===== src/verilog/irfp_pkg.sv =====
package irfp_pkg;

    // Register byte offsets on the APB
    localparam logic [7:0]  OFS_FLAGS8  = 8'h00;
    localparam logic [7:0]  OFS_FLAGS9  = 8'h04;
    localparam logic [7:0]  OFS_PRIO_D  = 8'h08;
    localparam logic [7:0]  OFS_PRIO_F  = 8'h0c;
    localparam logic [7:0]  OFS_PRIO_J  = 8'h10;
    localparam logic [7:0]  OFS_CTRL    = 8'h14;
    localparam logic [7:0]  OFS_STATUS  = 8'h18;
    localparam logic [7:0]  OFS_MASK    = 8'h1c;
    localparam logic [7:0]  OFS_CURRENT = 8'h20;

    // Reset values
    localparam logic [7:0]  RST_FLAGS   = 8'h00;
    localparam logic [15:0] RST_PRIO    = 16'h0000;
    localparam logic [7:0]  RST_CTRL    = 8'h00;
    localparam logic [2:0]  RST_EVENTS  = 3'h0;

    // Field positions
    localparam int          POS_PRIO_HI = 8;    // Bits 11:8 of priority registers
    localparam int          POS_PRIO_MD = 4;    // Bits 7:4 of priority_reg_j
    localparam int          POS_MODE    = 0;    // ctrl: 1 = encoded-level mode
    localparam int          POS_PORT_PR = 4;    // ctrl: port interrupt priority 7:4
    localparam int          EVT_FWD     = 0;
    localparam int          EVT_WAKE    = 1;
    localparam int          EVT_LEVEL   = 2;

    // Writable masks; everything else reads zero
    localparam logic [15:0] WMASK_PRIO_D = 16'h0f00;
    localparam logic [15:0] WMASK_PRIO_F = 16'h0f00;
    localparam logic [15:0] WMASK_PRIO_J = 16'h0ff0;
    localparam logic [7:0]  WMASK_CTRL   = 8'hf1;

    // Exception codes
    localparam logic [11:0] CODE_LEVEL_BASE = 12'h200;
    localparam logic [11:0] CODE_LEVEL_LAST = 12'h3c0;
    localparam logic [11:0] CODE_USB_HOST   = 12'ha60;
    localparam logic [11:0] CODE_DMA_CH4    = 12'hb80;
    localparam logic [11:0] CODE_DMA_CH5    = 12'hba0;
    localparam logic [11:0] CODE_TIMER_UF   = 12'h6c0;
    localparam logic [3:0]  LEVEL_NONE      = 4'hf;
    localparam logic [3:0]  LEVEL_TOP       = 4'hf;

    // Arbitration slots, lowest index wins a tie
    localparam int          NSRC     = 5;
    localparam int          SRC_USB_HOST_UNIT = 0;
    localparam int          SRC_DMA4 = 1;
    localparam int          SRC_DMA5 = 2;
    localparam int          SRC_TMR  = 3;
    localparam int          SRC_LVL  = 4;

endpackage : irfp_pkg


===== src/verilog/irfp_pin_sync.sv =====
`timescale 1ns/1ps
module irfp_pin_sync #(
    parameter int W = 4
) (
    // Clock and reset
    input  wire logic         pclk,
    input  wire logic         presetn,
    // Pin side and clean side
    input  wire logic [W-1:0] pin,
    output logic      [W-1:0] clean
);
    logic [W-1:0] ff1;
    logic [W-1:0] ff2;
    logic [W-1:0] ff3;
    logic [W-1:0] next_clean;

    // A bit changes only once stages two and three agree
    genvar i;
    generate
        for (i = 0; i < W; i++)
        begin : g_bit
            always_comb
            begin
                next_clean[i] = (ff2[i] == ff3[i]) ? ff3[i] : clean[i];
            end
        end
    endgenerate

    // Stage one feeds only stage two
    always_ff @(posedge pclk or negedge presetn)
    begin
        if (!presetn)
        begin
            ff1   <= '0;
            ff2   <= '0;
            ff3   <= '0;
            clean <= '0;
        end
        else
        begin
            ff1   <= pin;
            ff2   <= ff1;
            ff3   <= ff2;
            clean <= next_clean;
        end
    end
endmodule : irfp_pin_sync


===== src/verilog/irfp_prio_arb.sv =====
`timescale 1ns/1ps
module irfp_prio_arb
    import irfp_pkg::*;
(
    // Candidates
    input  wire logic [NSRC-1:0]    req,
    input  wire logic [NSRC*4-1:0]  prio,
    input  wire logic [NSRC*12-1:0] code,
    input  wire logic [3:0]         cpu_interrupt_mask,
    // Winner
    output logic                    win_valid,
    output logic      [3:0]         win_level,
    output logic      [11:0]        win_code
);
    // Strict compare keeps the lower slot on a tie
    always_comb
    begin
        win_valid = 1'b0;
        win_level = 4'h0;
        win_code  = 12'h000;
        for (int i = 0; i < NSRC; i++)
        begin
            if (req[i] && prio[i*4 +: 4] > cpu_interrupt_mask && (!win_valid || prio[i*4 +: 4] > win_level))
            begin
                win_valid = 1'b1;
                win_level = prio[i*4 +: 4];
                win_code  = code[i*12 +: 12];
            end
        end
    end
endmodule : irfp_prio_arb


===== src/verilog/irfp_top.sv =====
// Overview of operation
// - An 8-bit register shows pending requests of the SD host, multimedia card and analog front-end.
// - Both request registers clear to zero on reset and hold their contents through standby.
// - Bit 0 of the SD/card/front-end register is 1 exactly when the SD host requests.
// - Without the SD host the SD bits read zero and software writes them as zero.
// - A second 8-bit register shows card controller, USB host, USB function and compare timer requests.
// - With the RTC clock running, a port interrupt wakes from standby only above the CPU mask.
// - Encoded pattern p maps to code 0x200 plus 0x20 times p at priority 15 minus p, up to 1110.
// - Individual mode uses 0xA60 for USB host, 0xB80 and 0xBA0 for DMA 4 and 5, channel 4 winning ties.
// - Timer underflow uses code 0x6C0 in both modes with priority from bits 11:8 of register D.
// - Reserved priority bits read zero and software writes them as zero.
`timescale 1ns/1ps
module irfp_top
    import irfp_pkg::*;
#(
    parameter bit HAS_SD_HOST = 1'b1
) (
    // Clock and reset
    input  wire logic        pclk,
    input  wire logic        presetn,
    // APB slave
    input  wire logic        psel,
    input  wire logic        penable,
    input  wire logic        pwrite,
    input  wire logic [7:0]  paddr,
    input  wire logic [31:0] pwdata,
    output logic      [31:0] prdata,
    output logic             pready,
    output logic             pslverr,
    // Peripheral request lines, same clock
    input  wire logic        sd_host_unit_req,
    input  wire logic        mmc_req,
    input  wire logic        analog_frontend_interface_req,
    input  wire logic        card_controller_req,
    input  wire logic        usb_host_unit_req,
    input  wire logic        usb_function_unit_req,
    input  wire logic        compare_match_timer_req,
    input  wire logic        timer_underflow_source,
    input  wire logic        dma_ch4_end_source,
    input  wire logic        dma_ch5_end_source,
    // External pins
    input  wire logic [3:0]  encoded_level_lines,
    input  wire logic        port_interrupt,
    // CPU and power state
    input  wire logic [3:0]  cpu_interrupt_mask,
    input  wire logic        standby,
    input  wire logic        rtc_clock_running,
    // Results
    output logic             cpu_irq_request,
    output logic      [11:0] cpu_irq_code,
    output logic      [3:0]  cpu_irq_level,
    output logic             standby_wakeup,
    output logic             irq
);
    logic [7:0]  sd_card_frontend_request_flags;
    logic [7:0]  card_usb_timer_request_flags;
    logic [15:0] priority_reg_d;
    logic [15:0] priority_reg_f;
    logic [15:0] priority_reg_j;
    logic [7:0]  ctrl;
    logic [2:0]  status;
    logic [2:0]  mask;
    logic [3:0]  level_pins;
    logic [3:0]  level_pins_inv;
    logic        port_pin;
    logic [3:0]  level_prev;
    logic [7:0]  next_flags8;
    logic [7:0]  next_flags9;
    logic [15:0] next_prio_d;
    logic [15:0] next_prio_f;
    logic [15:0] next_prio_j;
    logic [7:0]  next_ctrl;
    logic [2:0]  next_status;
    logic [2:0]  next_mask;
    logic [31:0] next_prdata;
    logic        next_pslverr;
    logic [2:0]  events;
    logic        wr_en;
    logic        encoded_mode;
    logic [3:0]  port_prio;
    logic [NSRC-1:0]    cand_req;
    logic [NSRC*4-1:0]  cand_prio;
    logic [NSRC*12-1:0] cand_code;
    logic        win_valid;
    logic [3:0]  win_level;
    logic [11:0] win_code;
    logic        next_wakeup;

    // Address decode shared by reads and writes
    function automatic logic hit(input logic [7:0] addr, input logic [7:0] ofs);
        hit = (addr == ofs);
    endfunction : hit

    function automatic logic mapped(input logic [7:0] addr);
        mapped = hit(addr, OFS_FLAGS8) || hit(addr, OFS_FLAGS9) || hit(addr, OFS_PRIO_D) ||
                 hit(addr, OFS_PRIO_F) || hit(addr, OFS_PRIO_J) || hit(addr, OFS_CTRL) ||
                 hit(addr, OFS_STATUS) || hit(addr, OFS_MASK) || hit(addr, OFS_CURRENT);
    endfunction : mapped

    // Pins arrive from outside the clock domain; level lines idle high, so they
    // pass inverted and the sync's reset value reads as no request
    irfp_pin_sync #(.W(5)) u_sync (
        .pclk    (pclk),
        .presetn (presetn),
        .pin     ({port_interrupt, ~encoded_level_lines}),
        .clean   ({port_pin, level_pins_inv})
    );
    assign level_pins   = ~level_pins_inv;

    assign wr_en        = psel && penable && pwrite;
    assign encoded_mode = ctrl[POS_MODE];
    assign port_prio    = ctrl[POS_PORT_PR +: 4];
    assign pready       = 1'b1;     // Zero-wait slave

    // Request flags follow the lines, frozen in standby so wake context survives
    always_comb
    begin
        next_flags8 = sd_card_frontend_request_flags;
        next_flags9 = card_usb_timer_request_flags;
        if (!standby)
        begin
            next_flags8 = {5'h00, analog_frontend_interface_req, mmc_req,
                           sd_host_unit_req && HAS_SD_HOST};
            next_flags9 = {4'h0, compare_match_timer_req, usb_function_unit_req,
                           usb_host_unit_req, card_controller_req};
        end
    end

    // Software writes, reserved bits forced to zero
    always_comb
    begin
        next_prio_d = priority_reg_d;
        next_prio_f = priority_reg_f;
        next_prio_j = priority_reg_j;
        next_ctrl   = ctrl;
        next_mask   = mask;
        if (wr_en && hit(paddr, OFS_PRIO_D))
            next_prio_d = pwdata[15:0] & WMASK_PRIO_D;
        if (wr_en && hit(paddr, OFS_PRIO_F))
            next_prio_f = pwdata[15:0] & WMASK_PRIO_F;
        if (wr_en && hit(paddr, OFS_PRIO_J))
            next_prio_j = pwdata[15:0] & WMASK_PRIO_J & (HAS_SD_HOST ? 16'hffff : 16'hff0f);
        if (wr_en && hit(paddr, OFS_CTRL))
            next_ctrl = pwdata[7:0] & WMASK_CTRL;
        if (wr_en && hit(paddr, OFS_MASK))
            next_mask = pwdata[2:0];
    end

    // Candidates for the CPU; the pins serve encoded levels only in that mode
    always_comb
    begin
        cand_req  = '0;
        cand_prio = '0;
        cand_code = '0;
        cand_req[SRC_USB_HOST_UNIT] = usb_host_unit_req && !encoded_mode;
        cand_prio[SRC_USB_HOST_UNIT*4 +: 4] = priority_reg_j[POS_PRIO_HI +: 4];
        cand_code[SRC_USB_HOST_UNIT*12 +: 12] = CODE_USB_HOST;
        cand_req[SRC_DMA4] = dma_ch4_end_source && !encoded_mode;
        cand_prio[SRC_DMA4*4 +: 4] = priority_reg_f[POS_PRIO_HI +: 4];
        cand_code[SRC_DMA4*12 +: 12] = CODE_DMA_CH4;
        cand_req[SRC_DMA5] = dma_ch5_end_source && !encoded_mode;
        cand_prio[SRC_DMA5*4 +: 4] = priority_reg_f[POS_PRIO_HI +: 4];
        cand_code[SRC_DMA5*12 +: 12] = CODE_DMA_CH5;
        cand_req[SRC_TMR] = timer_underflow_source;
        cand_prio[SRC_TMR*4 +: 4] = priority_reg_d[POS_PRIO_HI +: 4];
        cand_code[SRC_TMR*12 +: 12] = CODE_TIMER_UF;
        cand_req[SRC_LVL] = encoded_mode && (level_pins != LEVEL_NONE);
        cand_prio[SRC_LVL*4 +: 4] = LEVEL_TOP - level_pins;
        cand_code[SRC_LVL*12 +: 12] = CODE_LEVEL_BASE + {3'h0, level_pins, 5'h00};
    end

    irfp_prio_arb u_arb (
        .req                (cand_req),
        .prio               (cand_prio),
        .code               (cand_code),
        .cpu_interrupt_mask (cpu_interrupt_mask),
        .win_valid          (win_valid),
        .win_level          (win_level),
        .win_code           (win_code)
    );

    // Wake needs the RTC clock for pin filtering in standby
    always_comb
    begin
        next_wakeup = standby && rtc_clock_running && port_pin && (port_prio > cpu_interrupt_mask);
    end

    // Sticky events; a set in the clearing cycle wins
    always_comb
    begin
        events = '0;
        events[EVT_FWD]   = win_valid && !cpu_irq_request;
        events[EVT_WAKE]  = next_wakeup && !standby_wakeup;
        events[EVT_LEVEL] = encoded_mode && (level_pins != level_prev);
        next_status = status;
        if (wr_en && hit(paddr, OFS_STATUS))
            next_status = status & ~pwdata[2:0];
        next_status = next_status | events;
    end

    // Read data captured in the setup phase, valid through the access phase
    always_comb
    begin
        next_prdata  = prdata;
        next_pslverr = 1'b0;
        if (psel && !penable)
        begin
            next_prdata  = 32'h0000_0000;
            next_pslverr = !mapped(paddr);
            case (paddr)
                OFS_FLAGS8:  next_prdata[7:0]  = sd_card_frontend_request_flags;
                OFS_FLAGS9:  next_prdata[7:0]  = card_usb_timer_request_flags;
                OFS_PRIO_D:  next_prdata[15:0] = priority_reg_d;
                OFS_PRIO_F:  next_prdata[15:0] = priority_reg_f;
                OFS_PRIO_J:  next_prdata[15:0] = priority_reg_j;
                OFS_CTRL:    next_prdata[7:0]  = ctrl;
                OFS_STATUS:  next_prdata[2:0]  = status;
                OFS_MASK:    next_prdata[2:0]  = mask;
                OFS_CURRENT: next_prdata[16:0] = {cpu_irq_request, cpu_irq_level, cpu_irq_code};
                default:     next_prdata = 32'h0000_0000;
            endcase
        end
    end

    always_ff @(posedge pclk or negedge presetn)
    begin
        if (!presetn)
        begin
            sd_card_frontend_request_flags <= RST_FLAGS;
            card_usb_timer_request_flags   <= RST_FLAGS;
            priority_reg_d  <= RST_PRIO;
            priority_reg_f  <= RST_PRIO;
            priority_reg_j  <= RST_PRIO;
            ctrl            <= RST_CTRL;
            status          <= RST_EVENTS;
            mask            <= RST_EVENTS;
            level_prev      <= LEVEL_NONE;
            prdata          <= 32'h0000_0000;
            pslverr         <= 1'b0;
            cpu_irq_request <= 1'b0;
            cpu_irq_code    <= 12'h000;
            cpu_irq_level   <= 4'h0;
            standby_wakeup  <= 1'b0;
            irq             <= 1'b0;
        end
        else
        begin
            sd_card_frontend_request_flags <= next_flags8;
            card_usb_timer_request_flags   <= next_flags9;
            priority_reg_d  <= next_prio_d;
            priority_reg_f  <= next_prio_f;
            priority_reg_j  <= next_prio_j;
            ctrl            <= next_ctrl;
            status          <= next_status;
            mask            <= next_mask;
            level_prev      <= level_pins;
            prdata          <= next_prdata;
            pslverr         <= next_pslverr;
            cpu_irq_request <= win_valid;
            cpu_irq_code    <= win_code;
            cpu_irq_level   <= win_level;
            standby_wakeup  <= next_wakeup;
            irq             <= |(next_status & next_mask);
        end
    end

    property p_sd_bit;
        @(posedge pclk) disable iff (!presetn)
        !standby |=> sd_card_frontend_request_flags[0] == $past(sd_host_unit_req && HAS_SD_HOST);
    endproperty
    a_sd_bit: assert property (p_sd_bit) else $error("sd request bit wrong");

    property p_flags8;
        @(posedge pclk) disable iff (!presetn)
        !standby |=> sd_card_frontend_request_flags[2:1] == $past({analog_frontend_interface_req, mmc_req});
    endproperty
    a_flags8: assert property (p_flags8) else $error("card/front-end bits wrong");

    property p_hold_standby;
        @(posedge pclk) disable iff (!presetn)
        standby |=> $stable(sd_card_frontend_request_flags) && $stable(card_usb_timer_request_flags);
    endproperty
    a_hold_standby: assert property (p_hold_standby) else $error("flags changed in standby");

    property p_flags9;
        @(posedge pclk) disable iff (!presetn)
        !standby |=> card_usb_timer_request_flags == {4'h0, $past(compare_match_timer_req),
            $past(usb_function_unit_req), $past(usb_host_unit_req), $past(card_controller_req)};
    endproperty
    a_flags9: assert property (p_flags9) else $error("card/usb/timer bits wrong");

    property p_wake;
        @(posedge pclk) disable iff (!presetn)
        $rose(standby_wakeup) |-> $past(standby && rtc_clock_running && port_pin)
            && $past(port_prio) > $past(cpu_interrupt_mask);
    endproperty
    a_wake: assert property (p_wake) else $error("wake without cause");

    property p_level_code;
        @(posedge pclk) disable iff (!presetn)
        cpu_irq_request && cpu_irq_code >= CODE_LEVEL_BASE && cpu_irq_code <= CODE_LEVEL_LAST
            |-> cpu_irq_level == LEVEL_TOP - cpu_irq_code[8:5];
    endproperty
    a_level_code: assert property (p_level_code) else $error("encoded level code/priority mismatch");

    property p_dma_tie;
        @(posedge pclk) disable iff (!presetn)
        cpu_irq_request && cpu_irq_code == CODE_DMA_CH5 |-> !$past(dma_ch4_end_source);
    endproperty
    a_dma_tie: assert property (p_dma_tie) else $error("channel 5 beat channel 4");

    property p_timer_prio;
        @(posedge pclk) disable iff (!presetn)
        cpu_irq_request && cpu_irq_code == CODE_TIMER_UF |-> cpu_irq_level == $past(priority_reg_d[11:8]);
    endproperty
    a_timer_prio: assert property (p_timer_prio) else $error("timer priority mismatch");

    property p_reserved;
        @(posedge pclk) disable iff (!presetn)
        psel && !penable && paddr == OFS_PRIO_D |=> prdata[31:12] == 20'h00000 && prdata[7:0] == 8'h00;
    endproperty
    a_reserved: assert property (p_reserved) else $error("reserved bits not zero");

    property p_above_mask;
        @(posedge pclk) disable iff (!presetn)
        cpu_irq_request |-> cpu_irq_level > $past(cpu_interrupt_mask) && cpu_irq_level != 4'h0;
    endproperty
    a_above_mask: assert property (p_above_mask) else $error("forwarded at or below mask");

endmodule : irfp_top

===== config.mk =====
export PLATFORM = sky130hd
export DESIGN_NAME = irfp_top
export DESIGN_NICKNAME = d
export VERILOG_FILES = /design/src/verilog/irfp_pkg.sv /design/src/verilog/irfp_pin_sync.sv /design/src/verilog/irfp_prio_arb.sv /design/src/verilog/irfp_top.sv
export SDC_FILE = /design/constraint.sdc
export NUM_CORES = 1
export LEC_CHECK = 0
export BUFFER_PORTS_ARGS = -buffer_cell sky130_fd_sc_hd__buf_2
export CORE_MARGIN = 2
export CORE_UTILIZATION = 58
export CTS_CLUSTER_DIAMETER = 50
export CTS_CLUSTER_SIZE = 30
export DETAILED_ROUTE_END_ITERATION = 6
export PLACE_DENSITY_LB_ADDON = 0.08
export REMOVE_ABC_BUFFERS = 1
export SLEW_MARGIN = 20
export SYNTH_ARGS = -nofsm -noshare
export SYNTH_HDL_FRONTEND = slang
export SYNTH_SLANG_ARGS = --single-unit

===== constraint.sdc =====
create_clock -name pclk -period 16.99 [get_ports pclk]
set_input_delay 2.5485 -clock pclk [delete_from_list [all_inputs] [get_ports pclk]]
set_output_delay 2.5485 -clock pclk [all_outputs]
set_load 0.05 [all_outputs]

* Yosys cells after proc, flatten, opt, wreduce, memory -nomap -nowiden
Index checks and enable logic that the tools add are counted.
** Storage, ports and cells
- Bits in registers :: 95
- Bits of input ports :: 66
- Output and inout bits :: 53
- Word-level logic and storage cells :: 129
** Operators by class
- Reductions and logical operators :: 51
- Add/sub/neg operators :: 2
- Bitwise gates (word level) :: 6
- Eq/ne operators :: 15
- Magnitude comparators :: 9
- Mux-type cells :: 22
** Operator list (number)
- $mux W12 :: 5
- $gt A4 B4 Y1 :: 9
- $eq A8 B5 Y1 const B :: 4
- $pmux W8 S4 :: 1
- $logic_and A1 B1 Y1 :: 28
- $mux W4 :: 5
- $pmux W5 S4 :: 1
- $pmux W3 S6 :: 1
- $eq A8 B4 Y1 const B :: 2
- $logic_or A1 B1 Y1 :: 12
- $add A10 B9 Y11 const A :: 1
- $logic_not A1 Y1 :: 9
- $eq A8 B3 Y1 const B :: 1
- $eq A8 B6 Y1 const B :: 1
- $logic_not A8 Y1 :: 1
- $not A4 Y4 :: 2
- $mux W1 :: 7
- $and A3 B3 Y3 :: 2
- $mux W3 :: 2
- $eq A1 B1 Y1 :: 5
- $ne A4 B4 Y1 :: 1
- $ne A4 B4 Y1 const B :: 1
- $sub A4 B4 Y4 const A :: 1
- $not A3 Y3 :: 1
- other kinds (2) :: 2

* Depth between registers and ports, before layout
- Depth in word-level cells :: 24
- Depth in mapped cells :: 39
- Mapped depth without buffers :: 38

* Modules after synthesis
From an unflattened synthesis, not the netlist that was laid out.
** Unflattened totals
- Cells, all modules :: 541
- Area, all modules :: 5607.9 µm²
** By module, submodules not included
- irfp_top :: cells each 282, seq. area each 1881.8 µm², instances 1, area an instance 3326.9 µm²
- irfp_prio_arb :: cells each 234, seq. area each 0.0 µm², instances 1, area an instance 1724.2 µm²
- irfp_pin_sync :: cells each 25, seq. area each 500.5 µm², instances 1, area an instance 556.8 µm²

* Least setup slack after synthesis
OpenSTA, ideal clock, no wires.
- Path type :: input to register
- Start :: input cpu_interrupt_mask[3]
- End :: register cpu_irq_code[6]
- Data required time :: 16846 ps
- Path slack :: 8444 ps
- Library setup time :: 144 ps
- Buffers on the path :: 1
- Arrival :: 8402 ps
- Stages on the path :: 37
- Cell sequence :: inv_1 -> ha_1 -> nand4_1 -> nand3b_4 -> a21oi_4 -> and2_2 -> inv_1 -> ha_1 -> a21oi_1 -> o21a_1 -> o21ai_2 -> nand4_4 -> mux2i_1 -> ha_1 -> a21oi_1 -> o21ai_0 -> o21a_1 -> o2111ai_2 -> and2_4 -> buf_8 -> a21oi_1 -> inv_1 -> ha_1 -> inv_1 -> a21oi_1 -> o21ai_0 -> o21ai_0 -> a21oi_2 -> mux2_2 -> ha_1 -> nor2b_1 -> o211ai_1 -> a21oi_1 -> o21ai_2 -> inv_1 -> nor2_1 -> a22oi_1
** On the way
- Word-level cells in the longest chain between the ends :: 19
- Elaborated cells on any way between the ends :: 38
- Those cells by class :: 8 x order compare; 13 x mux; 17 x reduce/logical
** RTL lines
- start, declared :: RTL line irfp_top.sv:45 : input wire logic [3:0] cpu_interrupt_mask,
- $gt A4 B4 Y1 :: RTL line irfp_prio_arb.sv:23 : if (req[i] && prio[i*4 +: 4] > cpu_interrupt_mask && (!win_valid || prio[i*4 +: 4] > win_level))
- $logic_and A1 B1 Y1 :: RTL line irfp_prio_arb.sv:23
- $mux W4 / $mux W1 (equally long branches) :: RTL line irfp_prio_arb.sv:23
- $gt A4 B4 Y1 / $logic_not A1 Y1 (equally long branches) :: RTL line irfp_prio_arb.sv:23
- $logic_or A1 B1 Y1 :: RTL line irfp_prio_arb.sv:23
- $logic_and A1 B1 Y1 :: RTL line irfp_prio_arb.sv:23
- $mux W4 / $mux W1 (equally long branches) :: RTL line irfp_prio_arb.sv:23
- $gt A4 B4 Y1 / $logic_not A1 Y1 (equally long branches) :: RTL line irfp_prio_arb.sv:23
- (+4 left out)
- $logic_or A1 B1 Y1 :: RTL line irfp_prio_arb.sv:23
- $logic_and A1 B1 Y1 :: RTL line irfp_prio_arb.sv:23
- $mux W4 / $mux W1 (equally long branches) :: RTL line irfp_prio_arb.sv:23
- $gt A4 B4 Y1 / $logic_not A1 Y1 (equally long branches) :: RTL line irfp_prio_arb.sv:23
- $logic_or A1 B1 Y1 :: RTL line irfp_prio_arb.sv:23
- $logic_and A1 B1 Y1 :: RTL line irfp_prio_arb.sv:23
- $mux W12 * :: RTL line irfp_prio_arb.sv:23
- via u_arb.win_code[6] :: RTL line irfp_prio_arb.sv:13 : output logic [11:0] win_code
- end signal, assigned :: RTL line irfp_top.sv:260 : cpu_irq_code <= win_code;
- end signal, assigned :: RTL line irfp_top.sv:301 : cpu_irq_request && cpu_irq_code >= CODE_LEVEL_BASE && cpu_irq_code <= CODE_LEVEL_LAST
- end, declared :: RTL line irfp_top.sv:50 : output logic [11:0] cpu_irq_code,
Mark *: on every way through the listed nets, which the timed path passes. The rest lies on a longest branch.
A chain may end at the register's enable or synchronous reset.

* Worst setup path after layout
- Start :: input cpu_interrupt_mask[2]
- End :: register cpu_irq_level[0]
** On the way
- Word-level cells in the longest chain between the ends :: 19
- Elaborated cells on any way between the ends :: 34
- Those cells by class :: 8 x order compare; 9 x mux; 17 x reduce/logical
** RTL lines
- $gt A4 B4 Y1 :: RTL line irfp_prio_arb.sv:23
- $logic_and A1 B1 Y1 :: RTL line irfp_prio_arb.sv:23
- $mux W4 / $mux W1 (equally long branches) :: RTL line irfp_prio_arb.sv:23
- $gt A4 B4 Y1 / $logic_not A1 Y1 (equally long branches) :: RTL line irfp_prio_arb.sv:23
- $logic_or A1 B1 Y1 :: RTL line irfp_prio_arb.sv:23
- $logic_and A1 B1 Y1 :: RTL line irfp_prio_arb.sv:23
- $mux W4 / $mux W1 (equally long branches) :: RTL line irfp_prio_arb.sv:23
- $gt A4 B4 Y1 / $logic_not A1 Y1 (equally long branches) :: RTL line irfp_prio_arb.sv:23
- (+4 left out)
- $logic_or A1 B1 Y1 :: RTL line irfp_prio_arb.sv:23
- $logic_and A1 B1 Y1 :: RTL line irfp_prio_arb.sv:23
- $mux W4 / $mux W1 (equally long branches) :: RTL line irfp_prio_arb.sv:23
- $gt A4 B4 Y1 / $logic_not A1 Y1 (equally long branches) :: RTL line irfp_prio_arb.sv:23
- $logic_or A1 B1 Y1 :: RTL line irfp_prio_arb.sv:23
- $logic_and A1 B1 Y1 :: RTL line irfp_prio_arb.sv:23
- $mux W4 * :: RTL line irfp_prio_arb.sv:23
- via u_arb.win_level[0] :: RTL line irfp_prio_arb.sv:12 : output logic [3:0] win_level,
- end signal, assigned :: RTL line irfp_top.sv:261 : cpu_irq_level <= win_level;
- end, declared :: RTL line irfp_top.sv:51 : output logic [3:0] cpu_irq_level,
Marked as above.

==> impl_metrics.json <==
{
  "relSlewSlack_pct": 40.57,
  "period_minus_slack_ns": 9.290,
  "initial_utilization_pct": 59.05,
  "std_cell_rows": 33,
  "postLayoutSetupSlackWorst_ns": 7.700,
  "post_cts_resize_count": 0,
  "cap_violations": 0,
  "antenna_left": 0,
  "min_path_cells": 0,
  "n_antenna_cell": 0,
  "die_area_mm2": 0.009026,
  "cp-start-kind": "primary input",
  "status": "finished, violations left",
  "dp.cells": 606,
  "gp_congestion": 0.8862,
  "postLayoutCellArea_mm2": 0.005389,
  "numPortBuffers": 76,
  "worstMarginPinSlew_ns": 0.8846,
  "crit_family": "compound AO/OA/AOI/OAI gates",
  "mostFrequentLayoutCell": "dfrtp_1",
  "place_area_mm2": 0.005186,
  "area_growth_pct": 12.19,
  "fin_util_pct": 66.25,
  "vdd_ir_drop_max_v": 0.00005159,
  "cp-end-kind": "flip-flop",
  "syn_avg_cell_area_um2": 11.02,
  "fin_skew_ns": 0.01215,
  "placeableCoreArea_mm2": 0.008134,
  "tns_ns": 0,
  "cts_buffers": 9,
  "ios": 119,
  "hp-start": "u_sync.ff1[4]",
  "period_share_pct": 54.68,
  "regToRegStartpoint": "priority_reg_j[9]",
  "hold_class": "reg2reg",
  "synth_cell_type_count": 60,
  "clk_pin_slew_ns": 0.10,
  "vias": 3501,
  "cts.sinks": 90,
  "synth_edf_count": 0,
  "avgViaCountPerCell": 5.629,
  "track_usage_pct": 25.17,
  "postCtsSetupBuffers": 0,
  "htreeDepth": 3,
  "cts-root-buf": "clkbuf_8",
  "path_class": "in2reg",
  "crit_arrival_ns": 9.52,
  "detailedPlace.worstSlack_ns": 7.387,
  "rr_worst_depth": 35,
  "clockBufferDepth": 2,
  "die_h_um": 95.01,
  "p_leak_nw": 2.727,
  "nets": 614,
  "rsz0062_at_grt": "false",
  "final-setup-viol-count": 0,
  "crit_fanout": 9,
  "worst-path-stages": 37,
  "p_per_area_mw_per_mm2": 83.36,
  "ys.flop_type": "dfrtp_1",
  "grt_max_degree": 55,
  "crit_slowest_cell": "a21oi_2",
  "dp_hpwl_um": 8161,
  "antenna_found_initial": 0,
  "die_w_um": 95.01,
  "total_power_uw": 449.2,
  "fmax_ghz": 0.1076,
  "seq_area_frac_synth_pct": 46.99,
  "slew_violations": 0,
  "clock_latency_ns": 0.37,
  "cts_hold_buf": 0,
  "async_flop_share_pct": 100.0,
  "layout.cells.non_filler": 622,
  "startpoint": "cpu_interrupt_mask[2]",
  "crit_path_max_incr_delay_ns": 0.41,
  "mostFrequentLayoutCells": "dfrtp_1 (86), buf_2 (75), nand2_1 (51), ha_1 (36), inv_1 (35)",
  "crit_buf_inv": 6,
  "drive_gt1_share_pct": 29.40,
  "synthCells": 436,
  "whs_ns": 0.3542,
  "routed_wl_um": 10680,
  "failed_checks": "design-rule violations",
  "drt_iter0_markers": 173,
  "wire_per_inst_um": 17.17,
  "hold_viol": 0,
  "dr.pass1.iters": 7,
  "ys_ff_latch": 90,
  "cp.required_ns": 17.22,
  "grt_pass1_vias": 3296,
  "synth_area_mm2": 0.004803,
  "route.detailed.drc": 1,
  "grt_first_pass_wirelength_um": 16860,
  "cts_tree": "done",
  "yosysWarnings": 0,
  "overflow": 0
}
-- cell families after synthesis --
family	count (synthesis)	synth area share [%]
simple gates	101	11.51
mux	40	9.508
fa+ha+maj	41	10.42
flops	90	46.99
compound gates	92	13.57
buf+inv	66	7.111
other cells	2	0.1563
xor+xnor	4	0.7293
-- worst paths after layout --
kind / end / slack, ns
min: u_sync.ff2[4] / 0.35
min in group asynchronous: card_usb_timer_request_flags[3] / 2.12
max: cpu_irq_level[0] / 7.70
max reg2reg: cpu_irq_level[0] / 9.70
max in group asynchronous: u_sync.clean[2] / 13.84
min reg2reg: u_sync.ff2[4] / 0.35
-- power by group --
part / switching, mW / leakage, nW / total (mW) / internal, mW
Sequential: 0.00782 / 1.14 / 0.232 / 0.225
Clock: 0.0804 / 0.103 / 0.151 / 0.0702
Combinational: 0.0452 / 1.49 / 0.0662 / 0.0209
Total: 0.133 / 2.73 / 0.449 / 0.316
-- state kept, by name, indices dropped and copies added (netlist names) --
signal                          count
prdata                             17
priority_reg_j                      8
cpu_irq_code                        7
ctrl                                5
u_sync.clean                        5
u_sync.ff1                          5
u_sync.ff2                          5
u_sync.ff3                          5
card_usb_timer_request_flags        4
cpu_irq_level                       4
level_prev                          4
priority_reg_d                      4
priority_reg_f                      4
mask                                3
sd_card_frontend_request_flags      3
status                              3
cpu_irq_request                     1
irq                                 1
pslverr                             1
standby_wakeup                      1
-- worst reg2reg max path: cells and delay by family (launching register included) --
family	cells	cell delay [ns]
compound gates	17	3.12
fa+ha+maj	5	1.39
buf+inv	4	0.32
flops	1	0.44
mux	2	0.56
simple gates	7	1.32
-- synth_stat cells, types with 3 or more instances --
cell type,instances,area [um2]
o21a_1,5,37.54
maj3_1,5,50.05
nor2b_1,3,18.77
nand4_1,4,25.02
a22oi_1,3,22.52
ha_1,36,450.4
o22ai_1,7,43.79
inv_1,35,131.4
nor3_1,4,20.02
and3_1,4,25.02
mux2i_1,7,70.07
buf_4,21,157.7
dfstp_2,4,105.1
a222oi_1,7,70.07
nor2_1,8,30.03
a22o_1,6,52.55
o21ai_0,24,120.1
buf_2,3,15.01
a21oi_1,21,105.1
a221oi_1,3,26.28
clkbuf_1,6,22.52
xor2_1,4,35.03
nand3_1,5,25.02
nand2_1,51,191.4
mux2i_2,3,41.29
and2_2,4,30.03
mux2_2,27,304.0
dfrtp_1,86,2152
-- cell type report --
type                       count  area (um2)
fill                         662        2745
sequential                    90        2257
clock inverter                 6       72.57
timing repair buffer          77       390.4
clock buffer                  10       127.6
inverter                      35       131.4
multi-input combinational    299        2278
tap                          105       131.4
-- routing by layer --
layer	vias to the layer above	global-route usage [%]	share of wire, %
met5	-	0	0
met4	0	7.488	1.6
met3	17	4.868	6.6
met2	133	41.61	48
met1	1687	33.75	43
li1	1664	-	-
(Power assumes the default switching activity.)
